==> config.mk <==
export PLATFORM = sky130hd
export DESIGN_NAME = prog_port
export DESIGN_NICKNAME = d
export VERILOG_FILES = /design/src/inc/prog_port_pkg.sv /design/src/design/prog_port.sv
export SDC_FILE = /design/constraint.sdc
export NUM_CORES = 1
export LEC_CHECK = 0
export BUFFER_PORTS_ARGS = -buffer_cell sky130_fd_sc_hd__buf_2
export CAP_MARGIN = 30
export CORE_MARGIN = 4
export CORE_UTILIZATION = 60
export DETAILED_ROUTE_END_ITERATION = 7
export GPL_TIMING_DRIVEN = 0
export PLACE_DENSITY = 0.91
export SETUP_SLACK_MARGIN = 0.05
export SYNTH_ARGS = -nofsm -noshare
export SYNTH_HDL_FRONTEND = slang
export SYNTH_HIERARCHICAL = 1
export SYNTH_SLANG_ARGS = --single-unit
==> constraint.sdc <==
create_clock -name clock_i -period 2.3 [get_ports clock_i]
set_input_delay 0.46 -clock clock_i [delete_from_list [all_inputs] [get_ports clock_i]]
set_output_delay 0.46 -clock clock_i [all_outputs]
set_load 0.03 [all_outputs]
==> src/inc/prog_port_pkg.sv <==
// shared constants and carriers for the programming/debug port
package prog_port_pkg;
    localparam int CLK_HZ = 25_000_000;
    localparam int BAUD = 2400;
    localparam int BIT_CYCLES = (CLK_HZ + BAUD / 2) / BAUD;
    localparam int HALF_BIT_CYCLES = BIT_CYCLES / 2;
    localparam logic [7:0] RESTART_B0 = 8'h80;
    localparam logic [7:0] RESTART_B1 = 8'h24;
    localparam logic [7:0] RESTART_B2 = 8'h80;
    localparam int DATA_W = 8;
    localparam int FIFO_DEPTH = 4;
    localparam int SYNC_CLK_HALF = 4;
    localparam int HSK_DELAY_CYCLES = 64;
    localparam int MAX_DOUBLER_HZ = 29_500_000;
    localparam int PORTC_TX_BIT = 6;
    localparam int PORTC_RX_BIT = 7;

    typedef enum logic [1:0] {
        SEQ_IDLE = 2'b00,
        SEQ_GOT1 = 2'b01,
        SEQ_GOT2 = 2'b10
    } seq_state_e;

    typedef enum logic [1:0] {
        ST_IDLE = 2'b00,
        ST_SHIFT = 2'b01,
        ST_WAIT = 2'b10
    } link_state_e;

    typedef struct packed {
        logic sense_1;
        logic sense_0;
    } boot_sense_s;
endpackage

==> src/design/prog_port.sv <==
// target-side programming port: boot sense, restart detect, clocked link
module byte_fifo #(
    parameter int WIDTH = 8,
    parameter int DEPTH = 4
) (
    input wire logic clock_i,
    input wire logic reset_n_i,
    input wire logic in_valid_i,
    output logic in_ready_o,
    input wire logic [WIDTH-1:0] in_data_i,
    output logic out_valid_o,
    input wire logic out_ready_i,
    output logic [WIDTH-1:0] out_data_o
);
    localparam int AW = $clog2(DEPTH);
    logic [WIDTH-1:0] mem [DEPTH];
    logic [AW-1:0] wr_reg;
    logic [AW-1:0] rd_reg;
    logic [AW:0] count_reg;
    logic [AW:0] count_next;
    logic push;
    logic pop;

    // ready is registered from the next count so it leaves a flip-flop
    assign count_next = count_reg + (AW + 1)'(push) - (AW + 1)'(pop);
    assign out_valid_o = count_reg != '0;
    assign out_data_o = mem[rd_reg];
    assign push = in_valid_i && in_ready_o;
    assign pop = out_valid_o && out_ready_i;

    always_ff @(posedge clock_i) begin
        if (push) begin
            mem[wr_reg] <= in_data_i;
        end
    end

    always_ff @(posedge clock_i or negedge reset_n_i) begin
        if (!reset_n_i) begin
            wr_reg <= '0;
            rd_reg <= '0;
            count_reg <= '0;
            in_ready_o <= 1'b0;
        end else begin
            if (push) begin
                wr_reg <= (wr_reg == AW'(DEPTH - 1)) ? '0 : wr_reg + 1'b1;
            end
            if (pop) begin
                rd_reg <= (rd_reg == AW'(DEPTH - 1)) ? '0 : rd_reg + 1'b1;
            end
            count_reg <= count_next;
            in_ready_o <= count_next != (AW + 1)'(DEPTH);
        end
    end
endmodule

// Contract
// - target raises attention output when a breakpoint is hit
// - bytes 80h 24h 80h after reset restart boot firmware
// - both boot sense pins high at startup selects programming mode
// - boot sense pins held low through reset give normal start
// - serial A transmit is zero after reset unless cold boot
// - after cold boot off, drive transmit high and read looped sense pin
// - alternate mode: transmit/receive are port C bits 6 and 7
// - alternate mode: target drives attention pin as link clock
// - target waits for sense handshake or delay before more data
// - target polls host attention line on periodic tick
// - doubler from half crystal only up to about 29.5 MHz
module prog_port
    import prog_port_pkg::*;
#(
    parameter int CLOCK_HZ = CLK_HZ,
    parameter int BIT_LEN = BIT_CYCLES,
    parameter int HSK_DELAY = HSK_DELAY_CYCLES
) (
    input wire logic clock_i,
    input wire logic reset_n_i,
    input wire logic boot_sense_0_i,
    input wire logic boot_sense_1_i,
    input wire logic serial_a_rx_line_i,
    input wire logic cold_boot_en_i,
    input wire logic alt_mode_i,
    input wire logic breakpoint_i,
    input wire logic cable_probe_i,
    input wire logic periodic_tick_i,
    input wire logic handshake_mode_i,
    input wire logic tx_valid_i,
    input wire logic [DATA_W-1:0] tx_data_i,
    output logic tx_ready_o,
    output logic serial_a_tx_line_o,
    output logic status_line_o,
    output logic prog_mode_o,
    output logic restart_boot_o,
    output logic cable_present_o,
    output logic host_request_o,
    output logic [DATA_W-1:0] rx_data_o,
    output logic rx_valid_o,
    output logic doubler_allowed_o
);
    localparam int BW = $clog2(BIT_LEN + 1);
    localparam int DW = $clog2(HSK_DELAY + 1);

    // three-stage input synchronisers
    logic [2:0] s0_sync;
    logic [2:0] s1_sync;
    logic [2:0] rx_sync;
    logic s0_reg;
    logic s1_reg;
    logic rx_reg;
    boot_sense_s sense;

    always_ff @(posedge clock_i or negedge reset_n_i) begin
        if (!reset_n_i) begin
            s0_sync <= '0;
            s1_sync <= '0;
            rx_sync <= 3'h7;
            s0_reg <= 1'b0;
            s1_reg <= 1'b0;
            rx_reg <= 1'b1;
        end else begin
            s0_sync <= {s0_sync[1:0], boot_sense_0_i};
            s1_sync <= {s1_sync[1:0], boot_sense_1_i};
            rx_sync <= {rx_sync[1:0], serial_a_rx_line_i};
            if (s0_sync[1] == s0_sync[2]) s0_reg <= s0_sync[2];
            if (s1_sync[1] == s1_sync[2]) s1_reg <= s1_sync[2];
            if (rx_sync[1] == rx_sync[2]) rx_reg <= rx_sync[2];
        end
    end
    assign sense = '{sense_1: s1_reg, sense_0: s0_reg};

    // startup sampling of the boot sense pins
    logic [3:0] settle_reg;
    logic sampled_reg;
    always_ff @(posedge clock_i or negedge reset_n_i) begin
        if (!reset_n_i) begin
            settle_reg <= '0;
            sampled_reg <= 1'b0;
            prog_mode_o <= 1'b0;
        end else if (!sampled_reg) begin
            settle_reg <= settle_reg + 1'b1;
            if (&settle_reg) begin
                sampled_reg <= 1'b1;
                prog_mode_o <= sense.sense_0 && sense.sense_1;
            end
        end
    end

    // 2400 bps receiver for the restart string
    logic [BW-1:0] rx_cnt_reg;
    logic [3:0] rx_bit_reg;
    logic [7:0] rx_shift_reg;
    logic rx_busy_reg;
    always_ff @(posedge clock_i or negedge reset_n_i) begin
        if (!reset_n_i) begin
            rx_cnt_reg <= '0;
            rx_bit_reg <= '0;
            rx_shift_reg <= '0;
            rx_busy_reg <= 1'b0;
            rx_valid_o <= 1'b0;
            rx_data_o <= '0;
        end else begin
            rx_valid_o <= 1'b0;
            if (!rx_busy_reg) begin
                if (!rx_reg && !alt_mode_i) begin
                    rx_busy_reg <= 1'b1;
                    rx_cnt_reg <= BW'(BIT_LEN / 2);
                    rx_bit_reg <= '0;
                end
            end else if (rx_cnt_reg != '0) begin
                rx_cnt_reg <= rx_cnt_reg - 1'b1;
            end else begin
                rx_cnt_reg <= BW'(BIT_LEN - 1);
                rx_bit_reg <= rx_bit_reg + 1'b1;
                if (rx_bit_reg == 4'h0 && rx_reg) begin
                    rx_busy_reg <= 1'b0;
                end else if (rx_bit_reg == 4'h9) begin
                    rx_busy_reg <= 1'b0;
                    if (rx_reg) begin
                        rx_valid_o <= 1'b1;
                        rx_data_o <= rx_shift_reg;
                    end
                end else if (rx_bit_reg != 4'h0) begin
                    rx_shift_reg <= {rx_reg, rx_shift_reg[7:1]};
                end
            end
        end
    end

    seq_state_e seq_reg;
    always_ff @(posedge clock_i or negedge reset_n_i) begin
        if (!reset_n_i) begin
            seq_reg <= SEQ_IDLE;
            restart_boot_o <= 1'b0;
        end else begin
            restart_boot_o <= 1'b0;
            if (rx_valid_o) begin
                case (seq_reg)
                    SEQ_IDLE: begin
                        seq_reg <= (rx_data_o == RESTART_B0) ? SEQ_GOT1
                                                             : SEQ_IDLE;
                    end
                    SEQ_GOT1: begin
                        if (rx_data_o == RESTART_B1) seq_reg <= SEQ_GOT2;
                        else if (rx_data_o == RESTART_B0) seq_reg <= SEQ_GOT1;
                        else seq_reg <= SEQ_IDLE;
                    end
                    SEQ_GOT2: begin
                        restart_boot_o <= rx_data_o == RESTART_B2;
                        seq_reg <= SEQ_IDLE;
                    end
                    default: seq_reg <= SEQ_IDLE;
                endcase
            end
        end
    end

    // outgoing data buffer for the clocked link
    logic f_valid;
    logic f_ready;
    logic [DATA_W-1:0] f_data;
    byte_fifo #(.WIDTH(DATA_W), .DEPTH(FIFO_DEPTH)) tx_fifo (
        .clock_i(clock_i),
        .reset_n_i(reset_n_i),
        .in_valid_i(tx_valid_i),
        .in_ready_o(tx_ready_o),
        .in_data_i(tx_data_i),
        .out_valid_o(f_valid),
        .out_ready_i(f_ready),
        .out_data_o(f_data)
    );

    // target-clocked synchronous link, port C bits as data
    link_state_e link_reg;
    logic [7:0] lk_shift_reg;
    logic [7:0] lk_in_reg;
    logic [2:0] lk_bit_reg;
    logic [3:0] lk_div_reg;
    logic [DW-1:0] lk_wait_reg;
    logic lk_clk_reg;
    logic [PORTC_RX_BIT:PORTC_TX_BIT] portc_reg;
    assign f_ready = alt_mode_i && link_reg == ST_IDLE;
    always_ff @(posedge clock_i or negedge reset_n_i) begin
        if (!reset_n_i) begin
            link_reg <= ST_IDLE;
            lk_shift_reg <= '0;
            lk_in_reg <= '0;
            lk_bit_reg <= '0;
            lk_div_reg <= '0;
            lk_wait_reg <= '0;
            lk_clk_reg <= 1'b0;
            portc_reg <= '0;
        end else begin
            portc_reg[PORTC_RX_BIT] <= rx_reg;
            case (link_reg)
                ST_IDLE: begin
                    lk_clk_reg <= 1'b0;
                    if (f_valid && alt_mode_i) begin
                        lk_shift_reg <= f_data;
                        lk_bit_reg <= '0;
                        lk_div_reg <= '0;
                        portc_reg[PORTC_TX_BIT] <= f_data[0];
                        link_reg <= ST_SHIFT;
                    end
                end
                ST_SHIFT: begin
                    lk_div_reg <= lk_div_reg + 1'b1;
                    if (lk_div_reg == 4'(SYNC_CLK_HALF - 1)) begin
                        lk_div_reg <= '0;
                        lk_clk_reg <= !lk_clk_reg;
                        if (lk_clk_reg) begin
                            lk_shift_reg <= {1'b0, lk_shift_reg[7:1]};
                            portc_reg[PORTC_TX_BIT] <= lk_shift_reg[1];
                            lk_bit_reg <= lk_bit_reg + 1'b1;
                            if (&lk_bit_reg) begin
                                link_reg <= ST_WAIT;
                                lk_wait_reg <= DW'(HSK_DELAY);
                            end
                        end else begin
                            lk_in_reg <= {portc_reg[PORTC_RX_BIT],
                                          lk_in_reg[7:1]};
                        end
                    end
                end
                ST_WAIT: begin
                    lk_clk_reg <= 1'b0;
                    if (lk_wait_reg != '0) lk_wait_reg <= lk_wait_reg - 1'b1;
                    if (handshake_mode_i ? sense.sense_0 : lk_wait_reg == '0) begin
                        link_reg <= ST_IDLE;
                    end
                end
                default: link_reg <= ST_IDLE;
            endcase
        end
    end

    // pin drivers and status
    always_ff @(posedge clock_i or negedge reset_n_i) begin
        if (!reset_n_i) begin
            serial_a_tx_line_o <= 1'b0;
            status_line_o <= 1'b0;
            cable_present_o <= 1'b0;
            host_request_o <= 1'b0;
            doubler_allowed_o <= 1'b0;
        end else begin
            if (alt_mode_i) begin
                serial_a_tx_line_o <= portc_reg[PORTC_TX_BIT];
                status_line_o <= lk_clk_reg;
            end else begin
                serial_a_tx_line_o <= cold_boot_en_i ||
                                      (cable_probe_i && !cold_boot_en_i);
                status_line_o <= breakpoint_i;
            end
            if (cable_probe_i && !cold_boot_en_i && serial_a_tx_line_o) begin
                cable_present_o <= sense.sense_1;
            end
            if (periodic_tick_i) begin
                host_request_o <= sense.sense_1;
            end
            doubler_allowed_o <= CLOCK_HZ <= MAX_DOUBLER_HZ;
        end
    end
endmodule

# Word level (Yosys, flattened, before mapping)
# Memories as Yosys holds them, arrays and structs flattened.
# Cells that the tools add are included.
# Widths: inputs -> output; s select.
[word_totals]
output_inout_bits = 17
ff_bits = 96
mem_bits_rw = 32
mem_count = 1
in_bits = 20
[classes]
reduce_logical = 38
n_addsub = 10
bitwise_logic = 4
n_mux = 58
n_eq_ne = 21
[mem_list]
columns = ["memory", "depth", "word_bits", "rd", "rd_clocked_by_memory_dff", "wr", "line", "text"]
rows = [
  ["tx_fifo.mem", 4, 8, 1, 0, 1, "prog_port.sv:16", "logic [WIDTH-1:0] mem [DEPTH];"],
]
[ops]
columns = ["cell", "n"]
rows = [
  ["$mux 14", 3],
  ["$mux 7", 4],
  ["$reduce_and 5->1", 5],
  ["$mux 1", 24],
  ["$mux 8", 3],
  ["$mux 4", 5],
  ["$mux 2", 8],
  ["$pmux 8 s2", 1],
  ["$pmux 7 s2", 1],
  ["$reduce_bool 14->1", 1],
  ["$sub 14x1->14 const B", 1],
  ["$add 4x1->4 const B", 3],
  ["$ne 2x2->1 const B", 6],
  ["$logic_and 1x1->1", 9],
  ["$mux 3", 3],
  ["$eq 2x2->1 const B", 4],
  ["$eq 8x6->1 const B", 1],
  ["$eq 8x8->1 const B", 1],
  ["$pmux 4 s2", 1],
  ["$reduce_and 4->1", 2],
  ["$reduce_bool 2->1", 4],
  ["$logic_not 7->1", 1],
  ["$reduce_bool 7->1", 1],
  ["$sub 7x1->7 const B", 1],
  ["24 further kinds", 38],
]

# Longest topological paths before layout
[depth]
word_depth = 5
depth_mapped = 10
depth_no_buf = 9

# By module
# Netlist, hierarchy kept.
[modules_own_cells]
columns = ["module", "instances", "area_per_inst_um2", "cells_each"]
rows = [
  ["prog_port", 1, 3897.5, 344],
  ["byte_fifo", 1, 1620.3, 80],
]

# Least setup slack after synthesis
# OpenSTA, ideal clock, no wires.
[synth_path]
kind = "input-to-reg"
start = "input alt_mode_i"
end = "register tx_fifo.in_ready_o"
arrival_ns = 2.083
stages = 10
path_slack_ns = 0.099
path_cell_list = "clkbuf_1 > nor3b_1 > o31ai_2 > inv_1 > ha_1 > inv_1 > ha_1 > fa_1 > nor2_1 > nand2_1"
[synth_between]
elab_chain_cells = 4
[synth_rtl]
columns = ["element", "line", "text"]
rows = [
  ["from (decl)", "prog_port.sv:81", "input wire logic alt_mode_i,"],
  ["$logic_and 1x1->1", "prog_port.sv:240", "assign f_ready = alt_mode_i && link_reg == ST_IDLE;"],
  ["net f_ready", "prog_port.sv:218", "logic f_ready;"],
  ["$logic_and 1x1->1", "prog_port.sv:29", "assign pop = out_valid_o && out_ready_i;"],
  ["net tx_fifo.pop", "prog_port.sv:22", "logic pop;"],
  ["$sub 3x1->3", "prog_port.sv:25", "assign count_next = count_reg + (AW + 1)'(push) - (AW + 1)'(pop);"],
  ["net tx_fifo.count_next[1]", "prog_port.sv:20", "logic [AW:0] count_next;"],
  ["$ne 3x3->1", "prog_port.sv:51", "in_ready_o <= count_next != (AW + 1)'(DEPTH);"],
  ["to (signal assigned)", "prog_port.sv:51", ""],
  ["to (decl)", "prog_port.sv:9", "output logic in_ready_o,"],
]
# The timed path passes the listed nets, and every way through them passes these cells.
# A chain may end at the register's enable or synchronous reset.

# Final worst setup path
[layout_path]
start = "register link_reg[0]"
end = "register tx_fifo.in_ready_o"
[layout_between]
elab_chain_cells = 5
[layout_rtl]
columns = ["element", "line", "text"]
rows = [
  ["from (decl)", "prog_port.sv:232", "link_state_e link_reg;"],
  ["from (signal assigned)", "prog_port.sv:243", "link_reg <= ST_IDLE;"],
  ["from (signal assigned)", "prog_port.sv:261", "link_reg <= ST_SHIFT;"],
  ["from (signal assigned)", "prog_port.sv:274", "link_reg <= ST_WAIT;"],
  ["$logic_not 2->1", "prog_port.sv:240", ""],
  ["$logic_and 1x1->1", "prog_port.sv:240", ""],
  ["net f_ready", "prog_port.sv:218", ""],
  ["$logic_and 1x1->1", "prog_port.sv:29", ""],
  ["net tx_fifo.pop", "prog_port.sv:22", ""],
  ["$sub 3x1->3", "prog_port.sv:25", ""],
  ["net tx_fifo.count_next[1]", "prog_port.sv:20", ""],
  ["$ne 3x3->1", "prog_port.sv:51", ""],
]
# The timed path passes the listed nets, and every way through them passes these cells.

==> results.yml <==
global_route:
  grt_max_degree: 51
  antenna_found_initial: 1
  grt_pass1_vias: 3855
  grt_pass1_wl_microns: 18260
  grt_overflow: 0
  track_usage: 0.2121
pwr:
  powerDensity_nw_per_um2: 1122
  power_leakage_uw: 0.002878
  vdd_drop_max_uv: 755.8
layout:
  drive_above_1_share: 0.2510
  fin_area_sq_um: 6499
  area_growth_pct: 17.78
  fin_util: 0.7344
  largest_reg_flops: 32
  nets: 519
synth:
  synth_area_sq_um: 5518
  synth.avg_cell_area_sq_um: 13.01
  yosysSeqAreaShare: 0.6059
  ys_ff_latch: 127
  synthTopCellsByArea: "dfrtp_1 (41%), edfxtp_1 (17%), mux2_2 (4.5%)"
  postSynthCellCount: 424
  synth-edff-count: 32
  synth_top_area_cell: "dfrtp_1"
  synth_top_cell_area_share: 0.4127
  yosys_most_used_dff: "dfrtp_1"
  async_flop_share: 0.7480
  ys_types: 60
  syn_nets: 462
  yosysWarnings: 6
sta:
  rsz0062_at_grt: "yes"
  fmax_mhz: 463.9
  setup_viol: 0
  relSlewSlack: 0.5818
  worst_pin_slew_ns: 0.6273
  fin_setup_tns_ns: 0
  fin_ws_ns: 0.1444
  period_share: 0.9372
  drv_slew: 0
  hold_viol: 0
  layout_min_cycle_time_ns: 2.156
  clock_skew_ns: 0.008350
routing:
  drt_iter0_drc: 240
  vias: 3699
  vias_per_cell: 6.134
  route.detailed.wl_per_inst_microns: 17.84
  routed_wl_microns: 10760
  ant_nets: 0
  dr.pass1.iters: 5
  drc: 0
critical_path:
  reg2reg_slack_ns: 0.14
  crit_type: "reg2reg"
  worst-path-max-fanout: 10
  endpoint: "tx_fifo/in_ready_o$_DFF_PN0_"
  critical_path_arrival_ns: 2.56
  reg2reg_depth: 10
  crit_start: "link_reg[0]$_DFFE_PN0P_"
  critPathLaunchType: "flop"
  r2r-start: "link_reg[0]$_DFFE_PN0P_"
  r2r-end: "tx_fifo/in_ready_o$_DFF_PN0_"
  endpoint_kind: "flop"
  critPathRequiredTime_ns: 2.70
die:
  io_pins: 37
  fp.dieArea_sq_um: 10790
  fp.dieH_microns: 103.9
  die_w_microns: 103.9
  rows: 34
  core_area_sq_um: 8848
  start_util: 0.6236
cts:
  clkTransAtPathRegs_ns: 0.06
  clk_latency_ns: 0.52
  cts.sinks: 127
  cts_buffer_depth: 2
  cts_buffers: 17
  cts_tree: "done"
  cts_max_level: 4
  cts-root-buf: "clkbuf_8"
place:
  hpwl_microns: 7059
  gp_congestion: 0.8268
  dpl-instance-area_sq_um: 5858
  numPortBuffers: 35
  place_ws_ns: -0.1687
status:
  status: "complete, no violations"
run:
  maxCapViolations: 0
min_path:
  hold_class: "in2reg"
layer usage:
metal / GRT usage / vias to the layer above / routed length, microns
li1: - / 1685 / -
met1: 0.2535 / 1851 / 4303
met4: 0.09782 / 2 / 333
met3: 0.05773 / 35 / 527
met2: 0.3589 / 126 / 5578
met5: 0 / - / 12
how the worst min path moves through the flow:
| stage | slack, ns | from | cells after the start | endpoint |
|---|---|---|---|---|
| finish | 0.04 | serial_a_rx_line_i | 1 | rx_sync[0]$_DFF_PN1_ |
| global route | 0.02 | serial_a_rx_line_i | 1 | rx_sync[0]$_DFF_PN1_ |
| CTS | 0.02 | serial_a_rx_line_i | 1 | rx_sync[0]$_DFF_PN1_ |
| detailed placement | 0.35 | s0_sync[0]$_DFF_PN0_ | 0 | s0_sync[1]$_DFF_PN0_ |
| global placement | 0.34 | s0_sync[0]$_DFF_PN0_ | 0 | s0_sync[1]$_DFF_PN0_ |
| floorplan | 0.16 | reset_n_i | 0 | cable_present_o$_DFFE_PN0P_ |
power by group:
group          internal (uW)  switching (uW)  total, uW
clock network           1580            1060       2640
logic                    692             781       1470
registers               2790             398       3190
total                   5060            2240       7290
critical path, cell delays in order (launching register included):
cell and delay (ns):
dfrtp_1 0.39, clkbuf_4 0.20, nor3b_4 0.21, o31ai_2 0.13, inv_1 0.08, ha_1 0.22
inv_1 0.07, ha_1 0.16, fa_1 0.43, nor2_1 0.10, nand2_1 0.06
synth_stat cells (5+ instances only):
master,instances
dfrtp_1,91
edfxtp_1,32
nand2_1,28
inv_1,25
mux2_2,22
nand3_1,22
nor2_1,21
ha_1,17
o21ai_0,16
a21oi_1,13
o22ai_1,9
mux4_2,8
clkbuf_1,7
nand2b_1,7
or4_1,6
mux2i_1,5
nand4_1,5
nor3_1,5
o211ai_1,5
o311ai_0,5
o31ai_1,5
placed cells by master (no fill, tap or decap), types with 3 or more instances in the layout:
cell       synthesis  routed
a21oi_1           13      13
and3_1             4       4
buf_2              0      35
clkbuf_1           7       5
clkbuf_16          0      16
dfrtp_1           91      91
dfstp_2            4       4
edfxtp_1          32      32
ha_1              17      16
inv_1             25      25
inv_6              0       5
inv_8              0       3
maj3_1             3       3
mux2_1             3       3
mux2_2            22      22
mux2i_1            5       5
mux4_2             8       8
nand2_1           28      28
nand2b_1           7       7
nand3_1           22      22
nand4_1            5       5
nand4b_1           3       3
nor2_1            21      21
nor2b_1            4       4
nor3_1             5       5
nor4_1             3       3
o211ai_1           5       5
o21ai_0           16      16
o22ai_1            9       9
o311ai_0           5       5
o31ai_1            5       5
or3_1              3       3
or4_1              6       6
xnor2_1            4       4
xor2_1             4       4
logic make-up (layout without fill, tap and decap cells):
group / after synthesis / in the layout / synth area share
AOI/OAI and AO/OA: 65 / 65 / 0.07687
xor gates and xnor gates: 9 / 9 / 0.01700
adders and majority gates: 21 / 21 / 0.04762
buffers and inverters: 34 / 104 / 0.02472
DFF: 127 / 127 / 0.6059
muxes: 38 / 38 / 0.09274
other: 1 / 2 / 0.0006796
and+or+nand+nor: 129 / 129 / 0.1345
cell type report:
| type | instances | area [sq um] |
|---|---|---|
| diodes | 1 | 2.502 |
| repair buffers | 38 | 235.2 |
| well taps | 108 | 135.1 |
| flip-flops and latches | 127 | 3343 |
| inverters | 25 | 93.84 |
| plain buffers | 9 | 47.55 |
| fillers | 545 | 2350 |
| multi-input cells | 263 | 2052 |
| clock inverters | 15 | 175.2 |
| clock buffers | 17 | 414.1 |
timing repair:
item,in CTS,in global routing
gates resized for setup,3,5
endpoints found under the setup margin,2,17
hold buffers,1,0
endpoints found under the hold margin,41,0
pin swaps,0,2
buffers inserted,0,1
metrics by stage:
stage | hold slack [ns] | instances | total power [uW]
6_report | 0.04057 | 603 | 7295
5_1_grt | 0.02083 | 602 | 7664
4_1_cts | 0.02163 | 601 | 7324
3_3_place_gp | 0.3368 | 567 | 4496
3_5_place_dp | 0.3466 | 568 | 4656
2_1_floorplan | 0.1644 | 424 | 4214
Power figures use the tool's default switching activity.
